### src/rtl/input_status_pkg.sv
// constants for the isolated input status register bank
package input_status_pkg;

  // --------------------------------------------------------------------------
  // register addresses
  // --------------------------------------------------------------------------
  localparam logic [7:0] ADDR_WIRE_BREAK_SUMMARY = 8'h00;
  localparam logic [7:0] ADDR_INPUT_LEVEL        = 8'h02;
  localparam logic [7:0] ADDR_FILTER_CFG_RD0     = 8'h06;
  localparam logic [7:0] ADDR_FILTER_CFG_WR0     = 8'h86;
  localparam logic [7:0] ADDR_INTERNAL_FAULT     = 8'h16;
  localparam logic [7:0] ADDR_GLOBAL_FAULT       = 8'h04;

  // --------------------------------------------------------------------------
  // field positions
  // --------------------------------------------------------------------------
  localparam int BIT_COLLECTIVE_FAULT  = 0;
  localparam int BIT_SUPPLY_MISSING    = 1;
  localparam int BIT_SUPPLY_LOW        = 2;
  localparam int BIT_LINK_FAULT        = 1;
  localparam int BIT_SENSE_NOT_READY   = 2;
  localparam int BIT_WIRE_BREAK_MASK   = 4;
  localparam int CFG_CODE_MSB          = 3;

  // --------------------------------------------------------------------------
  // reset values
  // --------------------------------------------------------------------------
  localparam logic [7:0] RST_FILTER_CFG     = 8'h1F;
  localparam logic [7:0] RST_INPUT_LEVEL    = 8'h00;
  localparam logic [7:0] RST_WIRE_BREAK     = 8'h00;
  localparam logic [2:0] RST_INTERNAL_FAULT = 3'h6;
  localparam logic [2:0] RST_GLOBAL_FAULT   = 3'h0;

  // --------------------------------------------------------------------------
  // filter times in microseconds and derived cycle counts
  // --------------------------------------------------------------------------
  localparam int CLK_MHZ = 25;
  localparam int FILTER_US_0 = 50;
  localparam int FILTER_US_1 = 100;
  localparam int FILTER_US_2 = 400;
  localparam int FILTER_US_3 = 800;
  localparam int FILTER_US_4 = 1600;
  localparam int FILTER_US_5 = 3200;
  localparam int FILTER_US_6 = 10000;
  localparam int FILTER_US_7 = 20000;
  localparam int CNT_W = 20;
  localparam logic [CNT_W-1:0] FILTER_CYC_0 = CNT_W'(FILTER_US_0 * CLK_MHZ);
  localparam logic [CNT_W-1:0] FILTER_CYC_1 = CNT_W'(FILTER_US_1 * CLK_MHZ);
  localparam logic [CNT_W-1:0] FILTER_CYC_2 = CNT_W'(FILTER_US_2 * CLK_MHZ);
  localparam logic [CNT_W-1:0] FILTER_CYC_3 = CNT_W'(FILTER_US_3 * CLK_MHZ);
  localparam logic [CNT_W-1:0] FILTER_CYC_4 = CNT_W'(FILTER_US_4 * CLK_MHZ);
  localparam logic [CNT_W-1:0] FILTER_CYC_5 = CNT_W'(FILTER_US_5 * CLK_MHZ);
  localparam logic [CNT_W-1:0] FILTER_CYC_6 = CNT_W'(FILTER_US_6 * CLK_MHZ);
  localparam logic [CNT_W-1:0] FILTER_CYC_7 = CNT_W'(FILTER_US_7 * CLK_MHZ);

endpackage : input_status_pkg

### src/rtl/isolated_input_status_regs.sv
// register bank of the eight-channel isolated input device
// Contract
// - wire-break summary at 0x00, bit x set when channel x broke.
// - input level register at 0x02, filtered data of channels 0..7.
// - level bit is 1 above threshold, 0 below.
// - parallel mode address latch defaults to the input level address.
// - collective fault bit equals OR of all summary bits.
// - global fault read-only, sticky, clears after read once fault gone.
// - supply missing bit 1, supply low bit 2, bits 7..3 zero.
// - low and missing supply forced to 1 on lockout or link error.
// - global and internal fault bits drive the fault pin.
// - filter code 0..7 selects 50us..20ms; 8..F bypasses.
// - filter time applies to data and wire-break paths alike.
// - mask bit 4 zero hides channel wire-break from the summary.
// - filter cfg read 0x06..0x14, write 0x86..0x94, reset 0x1F.
// - cfg bits 7..5 read as zero; host should write zero.
// - internal fault bits sticky until read and fault resolved.
// - sense-not-ready and link-fault preset to 1 at power-up.
// - summary read clears only if no break present or pending.
// - bits frozen at read start; only bits read and unchanged clear.
`timescale 1ns/10ps
module isolated_input_status_regs (
  input  wire logic       clk,
  input  wire logic       sys_rst,
  input  wire logic       parallel_sel,
  input  wire logic       addr_wr,
  input  wire logic [7:0] addr_in,
  input  wire logic       rd_start,
  input  wire logic       rd_end,
  input  wire logic       wr_strobe,
  input  wire logic [7:0] wr_data,
  input  wire logic [7:0] channel_input_pin,
  input  wire logic [7:0] wire_break_pin,
  input  wire logic       below_lockout_pin,
  input  wire logic       supply_missing_pin,
  input  wire logic       supply_low_pin,
  input  wire logic       link_error_pin,
  input  wire logic       sense_not_ready_pin,
  input  wire logic       converter_fault_pin,
  output logic [7:0]      rd_data,
  output logic [7:0]      addr_latch,
  output logic [7:0]      global_fault_out,
  output logic [7:0]      internal_fault_out,
  output logic            fault_n
);

  logic [7:0] filter_cfg_r [8];
  logic [7:0] level_filt;
  logic [7:0] break_filt;
  logic [7:0] break_seen;
  logic [7:0] input_level_r;
  logic [7:0] wire_break_summary_r;
  logic [2:0] global_fault_r;
  logic [2:0] internal_fault_r;
  logic [7:0] frozen_r;
  logic [7:0] rd_addr_r;
  logic       rd_busy_r;
  logic [1:0] lockout_sync_r;
  logic [1:0] missing_sync_r;
  logic [1:0] low_sync_r;
  logic [1:0] link_sync_r;
  logic [1:0] notready_sync_r;
  logic [1:0] conv_sync_r;
  logic [7:0] brk_meta_r;
  logic [7:0] brk_raw_r;
  logic       supply_missing_now;
  logic       supply_low_now;
  logic [2:0] internal_now;
  logic [7:0] rd_mux;
  logic [7:0] eff_addr;
  logic       rd_finish;
  logic [2:0] cfg_wr_idx;
  logic       cfg_wr_hit;
  logic [2:0] cfg_rd_idx;
  logic       cfg_rd_hit;

  // --------------------------------------------------------------------------
  // per-channel filters
  // --------------------------------------------------------------------------
  // one filter instance per channel
  for (genvar ch = 0; ch < 8; ch++) begin : g_chan
    channel_filter u_filter (
      .clk         (clk),
      .sys_rst     (sys_rst),
      .level_pin   (channel_input_pin[ch]),
      .break_pin   (wire_break_pin[ch]),
      .period_code (filter_cfg_r[ch][input_status_pkg::CFG_CODE_MSB:0]),
      .level_out   (level_filt[ch]),
      .break_out   (break_filt[ch])
    );
    assign break_seen[ch] = break_filt[ch]
                            & filter_cfg_r[ch][input_status_pkg::BIT_WIRE_BREAK_MASK];
  end

  // --------------------------------------------------------------------------
  // fault pin synchronisers
  // --------------------------------------------------------------------------
  always_ff @(posedge clk) begin
    if (sys_rst) begin
      lockout_sync_r  <= 2'h0;
      missing_sync_r  <= 2'h0;
      low_sync_r      <= 2'h0;
      link_sync_r     <= 2'h0;
      notready_sync_r <= 2'h0;
      conv_sync_r     <= 2'h0;
      brk_meta_r      <= 8'h00;
      brk_raw_r       <= 8'h00;
    end else begin
      lockout_sync_r  <= {lockout_sync_r[0], below_lockout_pin};
      missing_sync_r  <= {missing_sync_r[0], supply_missing_pin};
      low_sync_r      <= {low_sync_r[0], supply_low_pin};
      link_sync_r     <= {link_sync_r[0], link_error_pin};
      notready_sync_r <= {notready_sync_r[0], sense_not_ready_pin};
      conv_sync_r     <= {conv_sync_r[0], converter_fault_pin};
      // raw break pins feed the pending test, so they need their own sync
      brk_meta_r      <= wire_break_pin;
      brk_raw_r       <= brk_meta_r;
    end
  end

  // lockout or link error forces supply flags
  assign supply_missing_now = missing_sync_r[1] | lockout_sync_r[1] | link_sync_r[1];
  assign supply_low_now     = low_sync_r[1] | lockout_sync_r[1] | link_sync_r[1];
  assign internal_now       = {notready_sync_r[1], link_sync_r[1], conv_sync_r[1]};

  // --------------------------------------------------------------------------
  // address latch and read transaction
  // --------------------------------------------------------------------------
  // latch defaults to input level address in parallel mode
  always_ff @(posedge clk) begin
    if (sys_rst) begin
      addr_latch <= input_status_pkg::ADDR_INPUT_LEVEL;
    end else if (addr_wr) begin
      addr_latch <= addr_in;
    end else if (!parallel_sel) begin
      addr_latch <= input_status_pkg::ADDR_INPUT_LEVEL;
    end
  end

  assign eff_addr  = parallel_sel ? addr_latch : addr_in;
  assign rd_finish = rd_busy_r && rd_end;

  always_comb begin
    cfg_rd_idx = 3'h0;
    cfg_rd_hit = 1'b0;
    cfg_wr_idx = 3'h0;
    cfg_wr_hit = 1'b0;
    for (int i = 0; i < 8; i++) begin
      if (eff_addr == input_status_pkg::ADDR_FILTER_CFG_RD0 + 8'(2 * i)) begin
        cfg_rd_idx = 3'(i);
        cfg_rd_hit = 1'b1;
      end
      if (eff_addr == input_status_pkg::ADDR_FILTER_CFG_WR0 + 8'(2 * i)) begin
        cfg_wr_idx = 3'(i);
        cfg_wr_hit = 1'b1;
      end
    end
  end

  // unmapped addresses and reserved bits read zero
  always_comb begin
    rd_mux = 8'h00;
    if (cfg_rd_hit) begin
      rd_mux = {3'h0, filter_cfg_r[cfg_rd_idx][4:0]};
    end else begin
      unique case (eff_addr)
        input_status_pkg::ADDR_WIRE_BREAK_SUMMARY: rd_mux = wire_break_summary_r;
        input_status_pkg::ADDR_INPUT_LEVEL:        rd_mux = input_level_r;
        input_status_pkg::ADDR_GLOBAL_FAULT:       rd_mux = {5'h00, global_fault_r};
        input_status_pkg::ADDR_INTERNAL_FAULT:     rd_mux = {5'h00, internal_fault_r};
        default:                                   rd_mux = 8'h00;
      endcase
    end
  end

  // freeze the read value at the start of the access
  always_ff @(posedge clk) begin
    if (sys_rst) begin
      rd_busy_r <= 1'b0;
      frozen_r  <= 8'h00;
      rd_addr_r <= input_status_pkg::ADDR_INPUT_LEVEL;
      rd_data   <= 8'h00;
    end else if (rd_start) begin
      rd_busy_r <= 1'b1;
      frozen_r  <= rd_mux;
      rd_addr_r <= eff_addr;
      rd_data   <= rd_mux;
    end else if (rd_end) begin
      rd_busy_r <= 1'b0;
    end
  end

  // --------------------------------------------------------------------------
  // filter configuration
  // --------------------------------------------------------------------------
  // writes via the high address range, reset 0x1F
  always_ff @(posedge clk) begin
    if (sys_rst) begin
      for (int i = 0; i < 8; i++) begin
        filter_cfg_r[i] <= input_status_pkg::RST_FILTER_CFG;
      end
    end else if (wr_strobe && cfg_wr_hit) begin
      filter_cfg_r[cfg_wr_idx] <= {3'h0, wr_data[4:0]};
    end
  end

  // --------------------------------------------------------------------------
  // status registers
  // --------------------------------------------------------------------------
  // level register follows filtered inputs
  always_ff @(posedge clk) begin
    if (sys_rst) begin
      input_level_r <= input_status_pkg::RST_INPUT_LEVEL;
    end else begin
      input_level_r <= level_filt;
    end
  end

  // clear only read bits with no break present or pending
  always_ff @(posedge clk) begin
    if (sys_rst) begin
      wire_break_summary_r <= input_status_pkg::RST_WIRE_BREAK;
    end else if (rd_finish && rd_addr_r == input_status_pkg::ADDR_WIRE_BREAK_SUMMARY) begin
      wire_break_summary_r <= break_seen
                              | (wire_break_summary_r & ~frozen_r)
                              | (wire_break_summary_r & frozen_r
                                 & (break_filt | brk_raw_r));
    end else begin
      wire_break_summary_r <= wire_break_summary_r | break_seen;
    end
  end

  // sticky global bits, cleared after read when fault gone
  always_ff @(posedge clk) begin
    if (sys_rst) begin
      global_fault_r <= input_status_pkg::RST_GLOBAL_FAULT;
    end else begin
      // collective fault is OR of summary
      global_fault_r[input_status_pkg::BIT_COLLECTIVE_FAULT] <= |wire_break_summary_r;
      if (supply_missing_now) begin
        global_fault_r[input_status_pkg::BIT_SUPPLY_MISSING] <= 1'b1;
      end else if (rd_finish && rd_addr_r == input_status_pkg::ADDR_GLOBAL_FAULT
                   && frozen_r[input_status_pkg::BIT_SUPPLY_MISSING]) begin
        global_fault_r[input_status_pkg::BIT_SUPPLY_MISSING] <= 1'b0;
      end
      if (supply_low_now) begin
        global_fault_r[input_status_pkg::BIT_SUPPLY_LOW] <= 1'b1;
      end else if (rd_finish && rd_addr_r == input_status_pkg::ADDR_GLOBAL_FAULT
                   && frozen_r[input_status_pkg::BIT_SUPPLY_LOW]) begin
        global_fault_r[input_status_pkg::BIT_SUPPLY_LOW] <= 1'b0;
      end
    end
  end

  // sticky internal bits; preset at power-up
  always_ff @(posedge clk) begin
    if (sys_rst) begin
      internal_fault_r <= input_status_pkg::RST_INTERNAL_FAULT;
    end else if (rd_finish && rd_addr_r == input_status_pkg::ADDR_INTERNAL_FAULT) begin
      // set wins over clear; unread bits keep their value
      internal_fault_r <= internal_now | (internal_fault_r & ~frozen_r[2:0]);
    end else begin
      internal_fault_r <= internal_fault_r | internal_now;
    end
  end

  // --------------------------------------------------------------------------
  // fault pin and status mirrors
  // --------------------------------------------------------------------------
  // fault pin from global and internal bits
  always_ff @(posedge clk) begin
    if (sys_rst) begin
      fault_n            <= 1'b0;
      global_fault_out   <= 8'h00;
      internal_fault_out <= 8'h00;
    end else begin
      fault_n            <= ~(|global_fault_r | |internal_fault_r);
      global_fault_out   <= {5'h00, global_fault_r};
      internal_fault_out <= {5'h00, internal_fault_r};
    end
  end

endmodule : isolated_input_status_regs

### src/rtl/channel_filter.sv
// one channel: sync, programmable debounce of level and wire-break
`timescale 1ns/10ps
module channel_filter #(
  parameter int SCALE_DIV = 1
) (
  input  wire logic       clk,
  input  wire logic       sys_rst,
  input  wire logic       level_pin,
  input  wire logic       break_pin,
  input  wire logic [3:0] period_code,
  output logic            level_out,
  output logic            break_out
);

  logic [1:0] lvl_sync_r;
  logic [1:0] brk_sync_r;
  logic [input_status_pkg::CNT_W-1:0] limit;
  logic [input_status_pkg::CNT_W-1:0] lvl_cnt_r;
  logic [input_status_pkg::CNT_W-1:0] brk_cnt_r;
  logic bypass;

  // --------------------------------------------------------------------------
  // pin synchronisers
  // --------------------------------------------------------------------------
  always_ff @(posedge clk) begin
    if (sys_rst) begin
      lvl_sync_r <= 2'h0;
      brk_sync_r <= 2'h0;
    end else begin
      lvl_sync_r <= {lvl_sync_r[0], level_pin};
      brk_sync_r <= {brk_sync_r[0], break_pin};
    end
  end

  always_comb begin
    bypass = period_code[input_status_pkg::CFG_CODE_MSB];
    unique case (period_code[2:0])
      3'h0: limit = input_status_pkg::FILTER_CYC_0;
      3'h1: limit = input_status_pkg::FILTER_CYC_1;
      3'h2: limit = input_status_pkg::FILTER_CYC_2;
      3'h3: limit = input_status_pkg::FILTER_CYC_3;
      3'h4: limit = input_status_pkg::FILTER_CYC_4;
      3'h5: limit = input_status_pkg::FILTER_CYC_5;
      3'h6: limit = input_status_pkg::FILTER_CYC_6;
      3'h7: limit = input_status_pkg::FILTER_CYC_7;
    endcase
  end

  // --------------------------------------------------------------------------
  // debounce: output follows once input differs for the whole filter time
  // --------------------------------------------------------------------------
  // same time both paths
  always_ff @(posedge clk) begin
    if (sys_rst) begin
      lvl_cnt_r <= '0;
      level_out <= 1'b0;
    end else if (bypass || lvl_sync_r[1] == level_out) begin
      lvl_cnt_r <= '0;
      level_out <= lvl_sync_r[1];
    end else if (lvl_cnt_r >= limit - 1'b1) begin
      lvl_cnt_r <= '0;
      level_out <= lvl_sync_r[1];
    end else begin
      lvl_cnt_r <= lvl_cnt_r + 1'b1;
    end
  end

  always_ff @(posedge clk) begin
    if (sys_rst) begin
      brk_cnt_r <= '0;
      break_out <= 1'b0;
    end else if (bypass || brk_sync_r[1] == break_out) begin
      brk_cnt_r <= '0;
      break_out <= brk_sync_r[1];
    end else if (brk_cnt_r >= limit - 1'b1) begin
      brk_cnt_r <= '0;
      break_out <= brk_sync_r[1];
    end else begin
      brk_cnt_r <= brk_cnt_r + 1'b1;
    end
  end

endmodule : channel_filter

### config.mk
export PLATFORM = sky130hd
export DESIGN_NAME = isolated_input_status_regs
export DESIGN_NICKNAME = d
export VERILOG_FILES = /design/src/rtl/input_status_pkg.sv /design/src/rtl/isolated_input_status_regs.sv /design/src/rtl/channel_filter.sv
export SDC_FILE = /design/constraint.sdc
export NUM_CORES = 1
export LEC_CHECK = 0
export BUFFER_PORTS_ARGS = -buffer_cell sky130_fd_sc_hd__buf_2
export CAP_MARGIN = 20
export CORE_MARGIN = 3
export CORE_UTILIZATION = 35
export DETAILED_ROUTE_END_ITERATION = 12
export GPL_ROUTABILITY_DRIVEN = 1
export SYNTH_ARGS = -nofsm -noshare
export SYNTH_HDL_FRONTEND = slang
export SYNTH_SLANG_ARGS = --single-unit
export TNS_END_PERCENT = 5
### constraint.sdc
create_clock -name clk -period 6.2 [get_ports clk]
set_input_delay 0.62 -clock clk [delete_from_list [all_inputs] [get_ports clk]]
set_output_delay 0.62 -clock clk [all_outputs]
set_load 0.01 [all_outputs]
=== Yosys cells after proc, flatten, opt, wreduce, memory -nomap -nowiden ===
Memories as Yosys holds them, arrays and structs flattened.
Cells that the tools add are included.

* Add/sub/neg operators: 24
* Reductions and logical operators: 64
* Bitwise operators: 26
* Muxes and demuxes: 83
* Equality and inequality tests: 38
* $lt $le $gt $ge: 16

{| class="wikitable"
|+ Operators with widths
! operator !! count
|-
| $add A20 B1 Y20 const B || 16
|-
| $ge A20 B20 Y1 || 16
|-
| $sub A20 B1 Y20 const B || 8
|-
| $eq A8 B8 Y1 const B || 8
|-
| $mux W1 || 62
|-
| $reduce_or A3 Y1 || 18
|-
| $mux W3 || 14
|-
| $eq A8 B5 Y1 const B || 5
|-
| $mux W8 || 5
|-
| $reduce_bool A2 Y1 || 19
|-
| $eq A8 B4 Y1 const B || 4
|-
| $or A8 B8 Y8 || 4
|-
| $pmux W8 S4 || 1
|-
| $and A8 B8 Y8 || 3
|-
| $eq A8 B3 Y1 const B || 3
|-
| $eq A1 B1 Y1 || 16
|-
| $logic_not A8 Y1 || 2
|-
| $logic_or A1 B1 Y1 || 16
|-
| $and A1 B1 Y1 || 8
|-
| $eq A8 B2 Y1 const B || 1
|-
| $not A8 Y8 || 1
|-
| $reduce_or A8 Y1 || 1
|-
| $logic_and A1 B1 Y1 || 7
|-
| $or A3 B3 Y3 || 2
|-
| other kinds (7) || 11
|}

* ROM bits: 1088
* Input bits: 45
* Memories: 9
* RAM bits: 40
* Output and inout bits: 33
* Bits in registers: 460

{| class="wikitable"
|+ Memory list
! name !! depth !! width !! rd ports !! clocked after memory_dff !! wr ports !! line !! source
|-
| (no name shown) || 8 || 17 || 1 || 0 || 0 || channel_filter.sv:37 || <nowiki>unique case (period_code[2:0])</nowiki>
|-
| (no name shown) || 8 || 17 || 1 || 0 || 0 || channel_filter.sv:37 ||
|-
| (no name shown) || 8 || 17 || 1 || 0 || 0 || channel_filter.sv:37 ||
|-
| (no name shown) || 8 || 17 || 1 || 0 || 0 || channel_filter.sv:37 ||
|-
| (no name shown) || 8 || 17 || 1 || 0 || 0 || channel_filter.sv:37 ||
|-
| (no name shown) || 8 || 17 || 1 || 0 || 0 || channel_filter.sv:37 ||
|-
| +3 memories || -- || -- || -- || -- || -- || -- ||
|}

=== Logic depth before layout (Yosys ltp) ===
Gate-level depths: netlist of run 1.

* Depth after elaboration: 16
* Depth in mapped cells: 18
* Gate-level depth less buffers: 15

=== By module ===
Synthesis of run 1 repeated with hierarchy kept, for this count alone.

* Cells, all modules: 3296
* Area total of the unflattened synthesis: 29627.2 um^2

{| class="wikitable"
|+ Modules (own cells, without submodules)
! module !! seq. area each (um^2) !! instances !! area each (um^2) !! cells an instance
|-
| channel_filter at g_chan[1].u_filter ... || 920.9 || 3 || 3050.4 || 343
|-
| channel_filter at g_chan[3].u_filter ... || 920.9 || 2 || 3074.2 || 361
|-
| isolated_input_status_regs || 2842.7 || 1 || 5431.5 || 533
|-
| channel_filter at g_chan[0].u_filter || 920.9 || 1 || 2990.4 || 336
|-
| channel_filter at g_chan[7].u_filter || 920.9 || 1 || 2989.1 || 340
|-
| channel_filter at g_chan[4].u_filter || 920.9 || 1 || 2916.5 || 336
|}

=== Least setup slack after synthesis of run 1 ===
No wires, ideal clock.

* Path kind: register -> register
* Start point: memory filter_cfg_r[7][1] (netlist name)
* End point: register g_chan[7].u_filter.brk_cnt_r[16] (netlist name)
* Setup slack: 2737 ps
* Path buffers: 3
* Stages on the path, launching flop included: 16
* Arrival time: 3398 ps
* Library setup time: 65 ps
* Cell sequence: edfxtp_1 -> buf_1 -> inv_1 -> ha_1 -> nand2b_1 -> a21o_1 -> a311o_1 -> ha_1 -> a21o_1 -> a21o_1 -> a211oi_1 -> o2111ai_1 -> a211o_1 -> buf_2 -> buf_1 -> nor2_1

{| class="wikitable"
|+ RTL lines
! item !! line !! source
|-
| from (decl) || isolated_input_status_regs.sv:47 || <nowiki>logic [7:0] filter_cfg_r [8];</nowiki>
|-
| to (signal assigned) || channel_filter.sv:79 || <nowiki>brk_cnt_r <= brk_cnt_r + 1'b1;</nowiki>
|-
| to (decl) || channel_filter.sv:19 || <nowiki>logic [input_status_pkg::CNT_W-1:0] brk_cnt_r;</nowiki>
|}

==> out/metrics.cfg, run 1 <==
[clock_tree]
htreeDepth = 2
clock_sink_count = 474
cts_setup_buffers = 0
cts_tree = built
cts_hold_buf = 0
root_buffer = clkbuf_16
clk_path_buf_depth = 3
path_clk_slew_ps = 60
cts_resized = 0
cts_made_buffers = 54
insertion_delay_ps = 650

[layout]
drive_above_1_share = 0.0720
multi_input_comb_area_um2 = 17600
syn_to_final_growth_pct = 11.6
regArea_um2 = 9890
nFillCells = 7934
finalNetCount = 3646
instances_no_fill = 4332

[logic_synthesis]
synthFlopType = dfxtp_1
synth_most_common_cell = nor2_1
synth_area_um2 = 28200
seq_area_frac_synth = 0.350
yosysTopAreaCell = dfxtp_1
synth_cells = 3174
yosys_warnings = 0
ys_top_cells_by_area = dfxtp_1 (31%), ha_1 (16%), nor2_1 (6.4%), xor2_1 (5.2%), xnor2_1 (4.7%)
ys_seq_elements = 474
avgSynthCellArea_um2 = 8.90
yosysUniqueCellTypes = 85
synth_edf_count = 40
synth_top_area_share = 0.308
synthArstFlopShare = 0
synthTopCellsByCount = nor2_1 (481), dfxtp_1 (434), ha_1 (368)

[timing]
hold_violations = 0
fin_skew_ps = 63.4
finalWorstSetupSlack_ps = 2320
finalCritPeriodShare = 0.626
fmax_mhz = 258
max_slew_margin = 0.391
fin_crit_ps = 3880
rsz0062_at_grt = false
worstMarginPinSlew_ps = 908
setup_viol = 0
setup_tns_ps = 0
drv_slew = 0

[pwr]
cellPowerDensity_nw_per_um2 = 217
p_int_uw = 5240
seqPwrFrac = 0.462
ir_worst_vdd_uv = 192
power_frac_comb = 0.043
netSwitchingPower_uw = 1600
power_frac_clock = 0.495
netSwitchingFraction = 0.234
leakagePower_uw = 0.0132

[routing]
route.vias.total = 21800
ant_nets = 0
wl_per_cell_um = 15.3
drc = 0
first_pass_iters = 6
drt-total-wl_mm = 66.1
via_per_inst = 5.03
first_iter_violations = 1314

[worst_hold_path]
min_path_type = input port to flop
hp-start = supply_missing_pin
whs_path_depth = 2
min_to = missing_sync_r[0]

[worst_setup_path]
end_kind = flop
arrival_ps = 4420
path_class = flop to flop
worstReg2RegEnd = g_chan[1].u_filter.level_out
critPathMaxFanout = 13
crit_required_ps = 6740
worst_setup_path_start_kind = flop
ff2ff_path_depth = 14
worst-r2r-setup-slack_ps = 2320
rr_startpoint = filter_cfg_r[1][1]

[floorplanning]
die_width_um = 290
core_area_um2 = 79500
io_pins = 78
rows = 103
start_util = 0.355
die_y_um = 290
dieArea_um2 = 84200

[place]
dp_hpwl_mm = 49.7
dpl.cell_count = 4227
pre_cts_slack_ps = 2350
gp_congestion = 0.857
port_buffers = 64

[grt]
grt_max_degree = 90
overflow = 0
grt_antenna_before_repair = 7
grt_pass1_wl_mm = 108
grtUsageTotal = 0.154
grt_pass1_vias = 20300

[run_status]
status = complete, no violations

[flow_run]
drv_cap = 0

## worst max-delay path by stage
| stage | startpoint | endpoint | cells past startpoint |
|---|---|---|---|
| floorplan | filter_cfg_r[7][1] | g_chan[7].u_filter.brk_cnt_r[16] | 15 |
| global placement | filter_cfg_r[0][1] | g_chan[0].u_filter.brk_cnt_r[5] | 12 |
| detailed placement | filter_cfg_r[4][1] | g_chan[4].u_filter.lvl_cnt_r[9] | 13 |
| CTS | filter_cfg_r[4][1] | g_chan[4].u_filter.lvl_cnt_r[14] | 13 |
| global route | filter_cfg_r[0][1] | g_chan[0].u_filter.brk_cnt_r[3] | 12 |
| finish | filter_cfg_r[1][1] | g_chan[1].u_filter.level_out | 14 |
## power by group through the flow
stage	clock (µW)	combinational (µW)	sequential (µW)
floorplan	0	202	3210
global placement	0	287	3230
detailed placement	0	290	3230
CTS	3490	292	3160
global route	3620	327	3160
finish	3380	293	3160
## critical path, cell delays in order, from the launching register on
cell and delay, ps:
edfxtp_1 630, inv_1 240, ha_1 250, inv_1 90
a21oi_1 70, o22ai_1 170, nor2_1 70, xnor2_1 120
o21ai_0 270, ha_1 310, a211o_1 310, a2111oi_0 540
o41a_1 250, o21ai_0 160, mux2_2 300
## logic make-up (layout without fill, tap and decap cells)
group,after synthesis,in the layout,share of synthesized area
simple gates,1272,1272,0.218
compound gates,494,494,0.120
flops,474,474,0.350
fa+ha+maj,368,368,0.163
xor+xnor,318,318,0.0986
buf+inv,192,273,0.0294
mux,54,54,0.0201
other cells,2,29,0.000266
## flip-flops by register name, indices dropped and copies added (netlist names), 8 cells and up
| register | count |
|---|---|
| g_chan.u_filter.brk_cnt_r | 160 |
| g_chan.u_filter.lvl_cnt_r | 160 |
| filter_cfg_r | 40 |
| g_chan.u_filter.lvl_sync_r | 16 |
| addr_latch | 8 |
| brk_raw_r | 8 |
| frozen_r | 8 |
| g_chan.u_filter.break_out | 8 |
| g_chan.u_filter.level_out | 8 |
| input_level_r | 8 |
| rd_addr_r | 8 |
| wire_break_summary_r | 8 |
## cell type report
class / count / share of cell area
inverters: 97 / 0.0116
multi-input cells: 2532 / 0.559
well taps: 1050 / 0.0417
clock inverters: 31 / 0.0118
diodes: 3 / 0.000238
repair buffers: 74 / 0.0131
clock buffers: 71 / 0.0488
flip-flops and latches: 474 / 0.314
## per-layer routing
layer	routed length (µm)	track usage	up-vias
li1	-	-	11300
met1	32600	0.216	10000
met2	28400	0.242	367
met3	3580	0.0279	97
met4	1480	0.0404	4
met5	27	0	-
## through the flow
step / area, µm² / total power, µW / hold WS [ps] / utilization
floorplan: 28300 / 3410 / 394 / -
global placement: 29600 / 3510 / 414 / 0.372
detailed placement: 29600 / 3520 / 422 / 0.372
CTS: 31500 / 6940 / 146 / 0.396
global route: 31500 / 7100 / 158 / 0.396
finish: 31500 / 6840 / 179 / 0.396
## cells in the final DEF, fill, tap and decap left out, drive strengths merged, types with 42 or more instances in the layout
master | Yosys | layout
clkbuf | 61 | 71
xor2 | 167 | 167
xnor2 | 151 | 151
nor2b | 92 | 92
or2 | 42 | 42
a21o | 105 | 105
ha | 368 | 368
nand4 | 101 | 101
nor3 | 56 | 56
nor2 | 482 | 482
and3 | 52 | 52
inv | 97 | 100
o21ai | 88 | 88
a21oi | 113 | 113
nand3 | 122 | 122
dfxtp | 434 | 434
buf | 34 | 74
mux2i | 42 | 42
nand2 | 226 | 226
(Power assumes the default switching activity.)
==> run 2: changes to the inputs <==
clock period = 3.6 ns   (was 6.2 ns; I/O delays follow)
==> run 2 against run 1 <==
  * Design area is 1.9% higher
  * Clock skew decreased by 33 ps
  * Hold slack worse by 130 ps
  * Cell count rose by 1.5%
  * Die area stayed put
  * Critical endpoint is now g_chan[5].u_filter.brk_cnt_r[7]
==> out/metrics.cfg, run 2 (synthesis gave the netlist of run 1 again) <==
[worst_setup_path]
end_kind = flop
crit_required_ps = 4150  ; -2590 ps
crit_path_max_incr_delay_ps = 500  ; -130 ps
ff2ff_path_depth = 13  ; -1
cp_cell_sequence = inv_1 > ha_1 > a211o_1 > o22ai_1 > nand2_1 > xor2_1 > ha_1 > a21o_1 > a21o_1 > a211oi_1 > o211ai_1 > a211o_4 > nor2_1
crit_slowest_cell = edfxtp_1
worst_setup_path_start_kind = flop
worst-r2r-setup-slack_ps = 240  ; -2080 ps
arrival_ps = 3910  ; -510 ps
rr_startpoint = filter_cfg_r[5][1]
path_class = flop to flop
critPathMaxFanout = 19  ; +6
worstReg2RegEnd = g_chan[5].u_filter.brk_cnt_r[7]

[layout]
mostFrequentLayoutCell = nor2_1
syn_to_final_growth_pct = 13.7
finalNetCount = 3711  ; +1.8%
nFillCells = 7862  ; -0.91%
final_cell_mix = nor2_1 (481), dfxtp_1 (434), ha_1 (368)
drive_above_1_share = 0.0846  ; +0.0127
reg_top3 = g_chan.u_filter.brk_cnt_r: 160 flops, g_chan.u_filter.lvl_cnt_r: 160 flops, filter_cfg_r: 40 flops

[place]
port_buffers = 64  ; unchanged
gp_congestion = 0.868  ; +1.3%
dp_hpwl_mm = 50.8  ; +2.3%

[grt]
overflow = 0  ; unchanged
grt_antenna_before_repair = 9  ; +2
grtUsageTotal = 0.155  ; +0.000762
grt_max_degree = 62  ; -31%
grt_pass1_wl_mm = 108  ; +0.42%
grt_pass1_vias = 20800  ; +2.4%

[routing]
drc = 0  ; unchanged
wl_met1_mm = 32.7  ; +0.38%
route.vias.total = 22000  ; +1.2%
via_per_inst = 5.01  ; -0.36%
wl_met2_mm = 28.8  ; +1.5%
drt-total-wl_mm = 66.9  ; +1.3%
wl_per_cell_um = 15.2  ; -0.25%
route.top_layer_used = met5
routed-wl-met3_mm = 3.35  ; -6.4%
first_pass_iters = 7  ; +1
ant_nets = 0  ; unchanged
first_iter_violations = 1028  ; -22%

[timing]
setup_tns_ps = 0  ; unchanged
fin_crit_ps = 3360  ; -520 ps
fmax_mhz = 297  ; +15%
hold_violations = 0  ; unchanged
max_slew_margin = 0.434  ; +0.0426
finalCritPeriodShare = 0.934  ; +0.308
drv_slew = 0  ; unchanged
worstMarginPinSlew_ps = 847  ; -61.5 ps
fin_skew_ps = 30.6  ; -32.8 ps
rsz0062_at_grt = false
setup_viol = 0  ; unchanged

[clock_tree]
root_buffer = clkbuf_16
cts_made_buffers = 54  ; unchanged
clock_sink_count = 474  ; unchanged
insertion_delay_ps = 640  ; about the same
htreeDepth = 2  ; unchanged
clk_path_buf_depth = 3  ; unchanged
path_clk_slew_ps = 60  ; about the same
cts_tree = built

[floorplanning]
die_width_um = 290  ; unchanged
dieArea_um2 = 84200  ; unchanged
rows = 103  ; unchanged
start_util = 0.355  ; unchanged
die_y_um = 290  ; unchanged
io_pins = 78  ; unchanged
core_area_um2 = 79500  ; unchanged

[run_status]
status = complete, no violations

[pwr]
leakagePower_uw = 0.0135  ; +2.3%
power_uw = 11800  ; +72%
cellPowerDensity_nw_per_um2 = 367  ; +69%
ir_worst_vdd_uv = 387  ; +100%

[worst_hold_path]
whs_path_depth = 3  ; +1
hp-start = addr_in[5]
min_path_type = input port to flop
min_to = addr_latch[5]

[flow_run]
drv_cap = 0  ; unchanged

[run 2: cell count changes in the layout (fill, tap and decap cells not counted), moves of 5 or more]
cell	before	now
dlygate4sd3_1	0	21
clkbuf_1	7	12
buf_4	9	50
a2111oi_0	15	10
[run 2: timing repair]
item	CTS	global route
gates resized for setup	0	16
buffers inserted	0	2
endpoints found under the setup margin	0	128
hold buffers	21	0
hold endpoints to repair	21	0
[run 2: worst max-delay path by stage]
stage | start | end | slack (ps) | cells past startpoint
floorplan | filter_cfg_r[7][1] | g_chan[7].u_filter.brk_cnt_r[16] | 140 | 15
global placement | filter_cfg_r[5][0] | g_chan[5].u_filter.level_out | 190 | 11
detailed placement | filter_cfg_r[6][1] | g_chan[6].u_filter.level_out | 120 | 12
CTS | filter_cfg_r[6][1] | g_chan[6].u_filter.level_out | 120 | 12
global route | filter_cfg_r[7][1] | g_chan[7].u_filter.lvl_cnt_r[9] | 20 | 15
finish | filter_cfg_r[5][1] | g_chan[5].u_filter.brk_cnt_r[7] | 240 | 13
[run 2: critical path: cells and delay by family, from the launching register on]
family / cells / cell delay (ps)
compound gates: 7 / 1690
xor+xnor: 1 / 200
fa+ha+maj: 2 / 540
buf+inv: 1 / 130
flops: 1 / 500
simple gates: 2 / 220
[run 2: where the power goes]
| group | internal [µW] | total (µW) | switching, µW |
|---|---|---|---|
| logic | 205 | 545 | 339 |
| clock network | 3430 | 5810 | 2380 |
| registers | 5380 | 5430 | 54.5 |
[run 2: final cells by class]
class / count / area [µm²] / share of cell area
multi-input cells: 2532 / 17700 / 0.550
flip-flops and latches: 474 / 9890 / 0.308
diodes: 5 / 12.5 / 0.000389
clock inverters: 30 / 423 / 0.0132
repair buffers: 139 / 992 / 0.0309
inverters: 97 / 364 / 0.0113
well taps: 1050 / 1310 / 0.0409
clock buffers: 72 / 1480 / 0.0460
[run 2: layer usage]
layer	GRT usage	up-vias
met3	0.0259	114
met2	0.242	383
met5	0	-
li1	-	11400
met1	0.215	10100
met4	0.0531	4
[run 2: through the flow]
stage	setup slack, ps	utilization	hold slack, ps	instance area, µm²	std cells
finish	238	0.404	48.5	32100	4399
global route	17.3	0.404	34.9	32100	4397
CTS	118	0.403	4.76	32100	4392
detailed placement	122	0.377	405	30000	4269
global placement	187	0.377	401	30000	4269
floorplan	137	-	394	28300	3198
